## config.mk

```make
export PLATFORM = sky130hd
export DESIGN_NAME = dtp_output_stage
export DESIGN_NICKNAME = d
export VERILOG_FILES = /design/src/rtl/dtp_pkg.sv /design/src/rtl/dtp_output_stage.sv /design/src/rtl/dtp_pattern_gen.sv
export SDC_FILE = /design/constraint.sdc
export NUM_CORES = 1
export LEC_CHECK = 0
export BUFFER_PORTS_ARGS = -buffer_cell sky130_fd_sc_hd__buf_2
export CORE_UTILIZATION = 53
export CTS_CLUSTER_DIAMETER = 80
export CTS_CLUSTER_SIZE = 8
export DETAILED_ROUTE_END_ITERATION = 6
export GPL_TIMING_DRIVEN = 1
export PLACE_DENSITY = 0.86
export SLEW_MARGIN = 20
export SYNTH_ARGS = -nofsm -noshare
export SYNTH_HDL_FRONTEND = slang
export SYNTH_SLANG_ARGS = --single-unit
```

## constraint.sdc

```tcl
create_clock -name mclk_i -period 1.7 [get_ports mclk_i]
set_clock_uncertainty 0.15 [all_clocks]
set_input_delay 0 -clock mclk_i [delete_from_list [all_inputs] [get_ports mclk_i]]
set_output_delay 0 -clock mclk_i [all_outputs]
set_load 0.01 [all_outputs]
```

## src/rtl/dtp_pkg.sv

```systemverilog
// constants for the output-stage test pattern and gain block
//
// Notes on behaviour
// (RULE1) latency alignment field sits in bits 6 to 4, set per decimation ratio.
// (RULE2) software writes 10h for decimation 24/32, 20h for 16/18/20.
// (RULE3) software writes 40h for decimation 6/12, 50h for 4/8/9/10.
// (RULE4) wideband gain bit set doubles the wide filter output; clear passes unchanged.
// (RULE5) doubling applies only to the high-bandwidth path, decimation by 4 and 6.
// (RULE6) two 16-bit user words, low/high bytes at 33h/34h and 35h/36h.
// (RULE7) selector 0000 passes converter samples unchanged.
// (RULE8) selector 0001 outputs all zeros, 0010 outputs all ones.
// (RULE9) selector 0011 alternates alternating-bit word and its complement each sample.
// (RULE10) selector 0100 outputs a ramp rising one per clock from 0 to 16384.
// (RULE11) selector 0110 outputs the first user word continuously.
// (RULE12) selector 0111 alternates first and second user words each sample.
// (RULE13) selector 1000 outputs fixed deskew word AAAAh.
// (RULE14) selector 1001 outputs fixed sync word FFFFh.
// (RULE15) second converter has quadrature selector bits 7-4, in-phase bits 3-0.
// (RULE16) per-stream enable clear uses channel selector; set uses per-stream selectors.
// (RULE17) unlisted selector codes pass converter samples unchanged.
// (RULE18) reserved bits written zero; single pattern uses first user word registers.
package dtp_pkg;
    // ========================================
    // register offsets
    localparam logic [7:0] ADDR_LAT_ALIGN   = 8'h1E;
    localparam logic [7:0] ADDR_WB_GAIN     = 8'h1F;
    localparam logic [7:0] ADDR_WORD1_LO    = 8'h33;
    localparam logic [7:0] ADDR_WORD1_HI    = 8'h34;
    localparam logic [7:0] ADDR_WORD2_LO    = 8'h35;
    localparam logic [7:0] ADDR_WORD2_HI    = 8'h36;
    localparam logic [7:0] ADDR_CHAN_PAT    = 8'h37;
    localparam logic [7:0] ADDR_DDC2_PAT    = 8'h38;
    localparam logic [7:0] ADDR_STREAM_EN   = 8'h39;

    // ========================================
    // field positions and reset values
    localparam int         LAT_LSB          = 4;
    localparam int         LAT_MSB          = 6;
    localparam int         WB_GAIN_BIT      = 0;
    localparam int         STREAM_EN_BIT    = 0;
    localparam int         SEL_LO_LSB       = 0;
    localparam int         SEL_HI_LSB       = 4;
    localparam logic [7:0] RST_BYTE         = 8'h00;
    localparam logic [3:0] RST_SEL          = 4'h0;
    localparam logic [2:0] RST_LAT          = 3'h0;

    // ========================================
    // pattern selector codes
    localparam logic [3:0] SEL_NORMAL       = 4'h0;
    localparam logic [3:0] SEL_ZEROS        = 4'h1;
    localparam logic [3:0] SEL_ONES         = 4'h2;
    localparam logic [3:0] SEL_TOGGLE       = 4'h3;
    localparam logic [3:0] SEL_RAMP         = 4'h4;
    localparam logic [3:0] SEL_SINGLE       = 4'h6;
    localparam logic [3:0] SEL_DOUBLE       = 4'h7;
    localparam logic [3:0] SEL_DESKEW       = 4'h8;
    localparam logic [3:0] SEL_SYNC         = 4'h9;

    // ========================================
    // fixed words and ramp limit
    localparam logic [15:0] TOGGLE_WORD     = 16'hAAAA;
    localparam logic [15:0] DESKEW_WORD     = 16'hAAAA;
    localparam logic [15:0] SYNC_WORD       = 16'hFFFF;
    localparam logic [15:0] RAMP_TOP        = 16'h4000;
endpackage

```

## src/rtl/dtp_output_stage.sv

```systemverilog
// output stage: registers, wideband gain and test pattern selection
`timescale 1ns/100ps
`default_nettype none
module dtp_output_stage #(
    parameter int W = 16
) (
    input  wire logic         mclk_i,         // sample clock, 100 MHz
    input  wire logic         arst_n_i,       // async reset, low
    input  wire logic         reg_wr_i,       // register write strobe
    input  wire logic [7:0]   reg_addr_i,     // register address
    input  wire logic [7:0]   reg_wdata_i,    // register write data
    output logic      [7:0]   reg_rdata_o,    // read data, one cycle after address
    input  wire logic         smp_valid_i,    // input samples valid
    input  wire logic         wb_path_i,      // high-bandwidth filter path active
    input  wire logic [W-1:0] smp_inph_i,     // in-phase sample
    input  wire logic [W-1:0] smp_quad_i,     // quadrature sample
    output logic              out_valid_o,    // output samples valid
    output logic      [W-1:0] out_inph_o,     // in-phase output
    output logic      [W-1:0] out_quad_o,     // quadrature output
    output logic      [2:0]   latency_align_sel_o // latency alignment code
);
    // ========================================
    // registers
    logic       wideband_path_double_gain_q;
    logic [7:0] word1_lo_q;
    logic [7:0] word1_hi_q;
    logic [7:0] word2_lo_q;
    logic [7:0] word2_hi_q;
    logic [3:0] chan_sel_q;
    logic [3:0] second_downconv_inphase_choice_q;
    logic [3:0] second_downconv_quad_choice_q;
    logic       stream_en_q;

    // only live fields are stored; must-be-zero bits are dropped [RULE18]
    always_ff @(posedge mclk_i or negedge arst_n_i) begin
        if (!arst_n_i) begin
            latency_align_sel_o <= dtp_pkg::RST_LAT;
        end else if (reg_wr_i && reg_addr_i == dtp_pkg::ADDR_LAT_ALIGN) begin
            latency_align_sel_o <= reg_wdata_i[dtp_pkg::LAT_MSB:dtp_pkg::LAT_LSB]; // [RULE1]
        end
    end

    always_ff @(posedge mclk_i or negedge arst_n_i) begin
        if (!arst_n_i) begin
            wideband_path_double_gain_q <= 1'b0;
        end else if (reg_wr_i && reg_addr_i == dtp_pkg::ADDR_WB_GAIN) begin
            wideband_path_double_gain_q <= reg_wdata_i[dtp_pkg::WB_GAIN_BIT]; // [RULE4]
        end
    end

    always_ff @(posedge mclk_i or negedge arst_n_i) begin
        if (!arst_n_i) begin
            word1_lo_q <= dtp_pkg::RST_BYTE;
            word1_hi_q <= dtp_pkg::RST_BYTE;
            word2_lo_q <= dtp_pkg::RST_BYTE;
            word2_hi_q <= dtp_pkg::RST_BYTE;
        end else if (reg_wr_i) begin
            if (reg_addr_i == dtp_pkg::ADDR_WORD1_LO) begin
                word1_lo_q <= reg_wdata_i; // [RULE6]
            end
            if (reg_addr_i == dtp_pkg::ADDR_WORD1_HI) begin
                word1_hi_q <= reg_wdata_i; // [RULE6]
            end
            if (reg_addr_i == dtp_pkg::ADDR_WORD2_LO) begin
                word2_lo_q <= reg_wdata_i; // [RULE6]
            end
            if (reg_addr_i == dtp_pkg::ADDR_WORD2_HI) begin
                word2_hi_q <= reg_wdata_i; // [RULE6]
            end
        end
    end

    always_ff @(posedge mclk_i or negedge arst_n_i) begin
        if (!arst_n_i) begin
            chan_sel_q                       <= dtp_pkg::RST_SEL;
            second_downconv_inphase_choice_q <= dtp_pkg::RST_SEL;
            second_downconv_quad_choice_q    <= dtp_pkg::RST_SEL;
            stream_en_q                      <= 1'b0;
        end else if (reg_wr_i) begin
            if (reg_addr_i == dtp_pkg::ADDR_CHAN_PAT) begin
                chan_sel_q <= reg_wdata_i[dtp_pkg::SEL_LO_LSB +: 4];
            end
            if (reg_addr_i == dtp_pkg::ADDR_DDC2_PAT) begin
                second_downconv_inphase_choice_q <=
                    reg_wdata_i[dtp_pkg::SEL_LO_LSB +: 4]; // [RULE15]
                second_downconv_quad_choice_q    <=
                    reg_wdata_i[dtp_pkg::SEL_HI_LSB +: 4]; // [RULE15]
            end
            if (reg_addr_i == dtp_pkg::ADDR_STREAM_EN) begin
                stream_en_q <= reg_wdata_i[dtp_pkg::STREAM_EN_BIT];
            end
        end
    end

    // ========================================
    // register read-back
    logic [7:0] rd_d;

    always_comb begin
        rd_d = 8'h00;
        unique case (reg_addr_i)
            dtp_pkg::ADDR_LAT_ALIGN: rd_d[dtp_pkg::LAT_MSB:dtp_pkg::LAT_LSB] = latency_align_sel_o;
            dtp_pkg::ADDR_WB_GAIN:   rd_d[dtp_pkg::WB_GAIN_BIT] = wideband_path_double_gain_q;
            dtp_pkg::ADDR_WORD1_LO:  rd_d = word1_lo_q;
            dtp_pkg::ADDR_WORD1_HI:  rd_d = word1_hi_q;
            dtp_pkg::ADDR_WORD2_LO:  rd_d = word2_lo_q;
            dtp_pkg::ADDR_WORD2_HI:  rd_d = word2_hi_q;
            dtp_pkg::ADDR_CHAN_PAT:  rd_d[dtp_pkg::SEL_LO_LSB +: 4] = chan_sel_q;
            dtp_pkg::ADDR_DDC2_PAT:  begin
                rd_d = {second_downconv_quad_choice_q, second_downconv_inphase_choice_q};
            end
            dtp_pkg::ADDR_STREAM_EN: rd_d[dtp_pkg::STREAM_EN_BIT] = stream_en_q;
            default:                 rd_d = 8'h00;
        endcase
    end

    always_ff @(posedge mclk_i or negedge arst_n_i) begin
        if (!arst_n_i) begin
            reg_rdata_o <= 8'h00;
        end else begin
            reg_rdata_o <= rd_d;
        end
    end

    // ========================================
    // wideband doubling gain
    logic         dbl_en;
    logic [W-1:0] gain_inph;
    logic [W-1:0] gain_quad;

    // doubling saturates rather than wraps, so a full-scale tone clips cleanly
    function automatic logic [W-1:0] dbl_sat(input logic [W-1:0] x);
        logic [W-1:0] r;
        r = {x[W-2:0], 1'b0};
        if (x[W-1] != x[W-2]) begin
            r = x[W-1] ? {1'b1, {(W-1){1'b0}}} : {1'b0, {(W-1){1'b1}}};
        end
        return r;
    endfunction

    assign dbl_en    = wideband_path_double_gain_q && wb_path_i; // [RULE4] [RULE5]
    assign gain_inph = dbl_en ? dbl_sat(smp_inph_i) : smp_inph_i; // [RULE4]
    assign gain_quad = dbl_en ? dbl_sat(smp_quad_i) : smp_quad_i; // [RULE4]

    // ========================================
    // selector routing and generators, stream 0 in-phase, stream 1 quadrature
    logic [1:0][3:0]   stream_sel;
    logic [1:0][W-1:0] stream_smp;
    logic [1:0][W-1:0] stream_pat;
    logic [W-1:0]      word_one;
    logic [W-1:0]      word_two;

    assign stream_sel[0] = stream_en_q ? second_downconv_inphase_choice_q : chan_sel_q; // [RULE16]
    assign stream_sel[1] = stream_en_q ? second_downconv_quad_choice_q : chan_sel_q; // [RULE16]
    assign stream_smp[0] = gain_inph;
    assign stream_smp[1] = gain_quad;
    assign word_one      = W'({word1_hi_q, word1_lo_q});
    assign word_two      = W'({word2_hi_q, word2_lo_q});

    // both generators leave reset together, so their sequences stay aligned
    for (genvar g = 0; g < 2; g++) begin : g_stream
        dtp_pattern_gen #(
            .W          (W)
        ) u_gen (
            .mclk_i     (mclk_i),
            .arst_n_i   (arst_n_i),
            .sel_i      (stream_sel[g]),
            .smp_i      (stream_smp[g]),
            .word_one_i (word_one),
            .word_two_i (word_two),
            .pat_o      (stream_pat[g])
        );
    end

    assign out_inph_o = stream_pat[0];
    assign out_quad_o = stream_pat[1];

    // valid follows the one-cycle generator delay
    always_ff @(posedge mclk_i or negedge arst_n_i) begin
        if (!arst_n_i) begin
            out_valid_o <= 1'b0;
        end else begin
            out_valid_o <= smp_valid_i;
        end
    end
endmodule
`default_nettype wire

```

## src/rtl/dtp_pattern_gen.sv

```systemverilog
// per-stream test pattern generator
`timescale 1ns/100ps
`default_nettype none
module dtp_pattern_gen #(
    parameter int W = 16
) (
    input  wire logic         mclk_i,       // sample clock
    input  wire logic         arst_n_i,     // async reset, low
    input  wire logic [3:0]   sel_i,        // pattern selector
    input  wire logic [W-1:0] smp_i,        // sample after gain
    input  wire logic [W-1:0] word_one_i,   // first user word
    input  wire logic [W-1:0] word_two_i,   // second user word
    output logic      [W-1:0] pat_o         // registered output word
);
    // ========================================
    // sequence state
    logic         phase_q;
    logic [W-1:0] ramp_q;

    // phase flips every clock so alternating patterns change per sample
    always_ff @(posedge mclk_i or negedge arst_n_i) begin
        if (!arst_n_i) begin
            phase_q <= 1'b0;
        end else begin
            phase_q <= ~phase_q;
        end
    end

    // ramp runs freely; wraps after the top code
    always_ff @(posedge mclk_i or negedge arst_n_i) begin
        if (!arst_n_i) begin
            ramp_q <= '0;
        end else if (ramp_q == W'(dtp_pkg::RAMP_TOP)) begin
            ramp_q <= '0; // [RULE10]
        end else begin
            ramp_q <= ramp_q + W'(1); // [RULE10]
        end
    end

    // ========================================
    // output select
    always_ff @(posedge mclk_i or negedge arst_n_i) begin
        if (!arst_n_i) begin
            pat_o <= '0;
        end else begin
            unique case (sel_i)
                dtp_pkg::SEL_ZEROS:  pat_o <= '0; // [RULE8]
                dtp_pkg::SEL_ONES:   pat_o <= '1; // [RULE8]
                dtp_pkg::SEL_TOGGLE: begin
                    pat_o <= phase_q ? ~W'(dtp_pkg::TOGGLE_WORD)
                                     : W'(dtp_pkg::TOGGLE_WORD); // [RULE9]
                end
                dtp_pkg::SEL_RAMP:   pat_o <= ramp_q; // [RULE10]
                dtp_pkg::SEL_SINGLE: pat_o <= word_one_i; // [RULE11] [RULE18]
                dtp_pkg::SEL_DOUBLE: pat_o <= phase_q ? word_two_i : word_one_i; // [RULE12]
                dtp_pkg::SEL_DESKEW: pat_o <= W'(dtp_pkg::DESKEW_WORD); // [RULE13]
                dtp_pkg::SEL_SYNC:   pat_o <= W'(dtp_pkg::SYNC_WORD); // [RULE14]
                default:             pat_o <= smp_i; // [RULE7] [RULE17]
            endcase
        end
    end
endmodule
`default_nettype wire

```

==> flow_metrics.py <==
metrics = {
    "status": {
        "status": "finished with violations",
        "failed_checks": "negative setup slack",
    },
    "cells_and_area": {
        "drive_gt1_frac": 0.433,
        "n_antenna_cell": 0,
        "syn2layout_area_growth_pct": 43.0,
        "final_util": 0.792,
        "multi_input_area_um2": 4170,
        "postLayoutCellArea_um2": 10200,
        "layout.nets": 977,
        "regArea_um2": 3110,
        "nFillCells": 749,
    },
    "grt": {
        "gr-max-usage-layer": "met2",
        "grt-ovfl-total": 0,
        "grt_antenna_before_repair": 0,
        "grt_max_degree": 51,
        "grt_pass1_wl_mm": 37.7,
        "grt_pass1_vias": 6821,
        "grt_use_met2": 0.550,
        "use_met3": 0.0756,
        "use_met1": 0.464,
        "grt_usage": 0.357,
    },
    "synthesis": {
        "synth_cells": 677,
        "synthesis.nets": 740,
        "yosysSeqAreaShare": 0.437,
        "yosys_warnings": 0,
        "synth_area_leaders": "dfrtp_1, mux2_2, a21oi_1, a22oi_1, o2bb2ai_1",
        "synth_area_leader_cell": "dfrtp_1",
        "synth.distinct_cells": 66,
        "ys_ff_latch": 124,
        "synth_area_um2": 7100,
        "synthFlopType": "dfrtp_1",
        "avgSynthCellArea_um2": 10.5,
        "async_reset_ff_frac": 1.00,
        "synth_commonest_cells": "dfrtp_1, nor2_1, mux2_2",
        "synth_edf_count": 0,
        "synth.most_common_cell": "dfrtp_1",
        "synth.top_cell.area_share": 0.437,
    },
    "floorplan": {
        "num_rows": 41,
        "die_h_um": 118,
        "start_util": 0.554,
        "num_io_pins": 97,
        "coreArea_um2": 12800,
        "die_x_um": 118,
        "die_area_um2": 13900,
    },
    "worst_hold_path": {
        "hold_depth": 6,
        "holdPathEnd": "wideband_path_double_gain_q",
        "hold_start": "reg_addr_i[6]",
        "hold_class": "primary input to flop",
    },
    "clocking": {
        "cts_tree": "built",
        "cts_max_level": 4,
        "clk_pin_slew_ns": 0.06,
        "clk_latency_ns": 0.44,
        "root_buffer": "clkbuf_16",
        "clock_sinks": 124,
        "cts_buffers": 17,
        "clockBufferDepth": 2,
    },
    "sta": {
        "slew_viol_final": 0,
        "fmax_mhz": 491,
        "hold_viol_final": 0,
        "worst_pin_slew_ns": 0.781,
        "setup_violations": 32,
        "rsz0062_at_grt": "true",
        "timing.final.ws_setup_ns": -0.337,
        "period_needed_ns": 2.04,
        "fin_crit_sh": 1.20,
        "maxSlewHeadroom": 0.477,
    },
    "power": {
        "power.leakage_uw": 0.00447,
        "p_per_area_nw_per_um2": 866,
        "total_power_uw": 8790,
        "peakVddDrop_uv": 569,
    },
    "setup_path": {
        "worstPathMaxFanout": 12,
        "timing.rr.end": "g_stream[0].u_gen.pat_o[13]",
        "r2r_cells": 6,
        "max_stage_delay_ns": 0.46,
        "reg2reg_setup_slack_ns": -0.34,
        "cp_num_buf_inv": 1,
        "path_cells": "buf_12, mux2_4, nand2_2, mux2i_1, a2bb2oi_1, a211oi_2",
        "cp_top_family": "multiplexers",
        "cp-end-kind": "flop",
        "cp.arrival_ns": 2.19,
        "timing.critical_path.depth": 6,
        "crit_type": "flop to flop",
        "startpoint_type": "flop",
        "cp_slowest_cell": "dfrtp_2",
        "worstReg2RegStart": "stream_en_q",
        "cp.required_ns": 1.86,
    },
    "route": {
        "final_antenna_net_count": 0,
        "via_per_inst": 6.41,
        "wl_mm": 25.3,
        "wl_per_cell_um": 23.0,
        "drc": 0,
        "first_pass_iters": 6,
        "vias": 7050,
        "drtIter0Drc": 779,
    },
    "placed_design": {
        "place_hpwl_mm": 16.5,
        "dpl_worst_slack_ns": -0.382,
        "io_buffers": 96,
        "dpl-instance-area_um2": 8410,
        "gp_congestion": 0.981,
    },
    "flow_run": {
        "maxCapViolations": 0,
    },
}
## where the power goes
part / internal, uW / switching (uW)
sequential: 3190 / 189
combinational: 838 / 928
clock: 2240 / 1410
total: 6270 / 2520
## per-layer routing
metal / routed length (um) / vias to the layer above
met5: 0 / -
met4: 1300 / 0
li1: - / 3020
met1: 9690 / 3403
met2: 11800 / 519
met3: 2490 / 108
## layout make-up
type                    instances  area share
well taps                     172      0.0212
flip-flops and latches        124       0.306
repair buffers                258       0.198
clock buffers                  20      0.0450
clock inverters                12      0.0135
multi-input cells             497       0.410
inverters                      16     0.00591
## kinds of logic after synthesis
group / synth area share
compound gates: 0.221
simple gates: 0.123
flops: 0.437
mux: 0.125
buf+inv: 0.0398
xor+xnor: 0.0368
fa+ha+maj: 0.0176
## repair_timing
action,4_1_cts,5_1_grt
endpoints found under the setup margin,33,55
pin swaps,12,36
hold buffers,52,0
gates cloned,1,1
endpoints found under the hold margin,214,0
gates resized for setup,37,68
setup buffers,3,8
## worst reg2reg max path: stages (launching register included)
cell and delay, ns:
dfrtp_2 0.46, buf_12 0.18, mux2_4 0.36, nand2_2 0.14, mux2i_1 0.24, a2bb2oi_1 0.27, a211oi_2 0.12
## placed cells by master (no fill, tap or decap), types with 19 or more instances in the layout
| master | count |
|---|---|
| dlygate4sd3_1 | 52 |
| a22oi_1 | 34 |
| nand2_1 | 23 |
| mux2_2 | 59 |
| nor2_1 | 66 |
| buf_2 | 94 |
| xnor2_1 | 22 |
| dfrtp_1 | 117 |
| o22a_1 | 22 |
| a21oi_1 | 60 |
| o2bb2ai_2 | 19 |
| buf_4 | 91 |
## worst max path at each step
stage,slack (ns),endpoint,start
5_1_grt,-0.36,g_stream[0].u_gen.pat_o[13],stream_en_q
3_3_place_gp,-0.31,g_stream[0].u_gen.pat_o[7],stream_en_q
2_1_floorplan,-0.16,g_stream[0].u_gen.pat_o[10],stream_en_q
3_5_place_dp,-0.38,g_stream[1].u_gen.pat_o[2],chan_sel_q[0]
6_report,-0.34,g_stream[0].u_gen.pat_o[13],stream_en_q
4_1_cts,-0.24,g_stream[1].u_gen.pat_o[0],stream_en_q
## registers in the layout, indices dropped and copies added (netlist names), 8 cells and up
signal,flops
reg_rdata_o,8
word1_hi_q,8
word1_lo_q,8
word2_lo_q,8
g_stream.u_gen.pat_o,32
g_stream.u_gen.ramp_q,32
word2_hi_q,8
## per-stage QoR
| stage | cells | setup TNS (ns) | hold WS (ns) |
|---|---|---|---|
| floorplan | 677 | -3.47 | -0.446 |
| global placement | 1003 | -7.58 | -0.166 |
| detailed placement | 1003 | -10.51 | -0.154 |
| CTS | 1091 | -6.88 | 0.0133 |
| global route | 1099 | -9.43 | 0.0457 |
| finish | 1099 | -7.74 | 0.0213 |
Power figures use the tool's default switching activity.
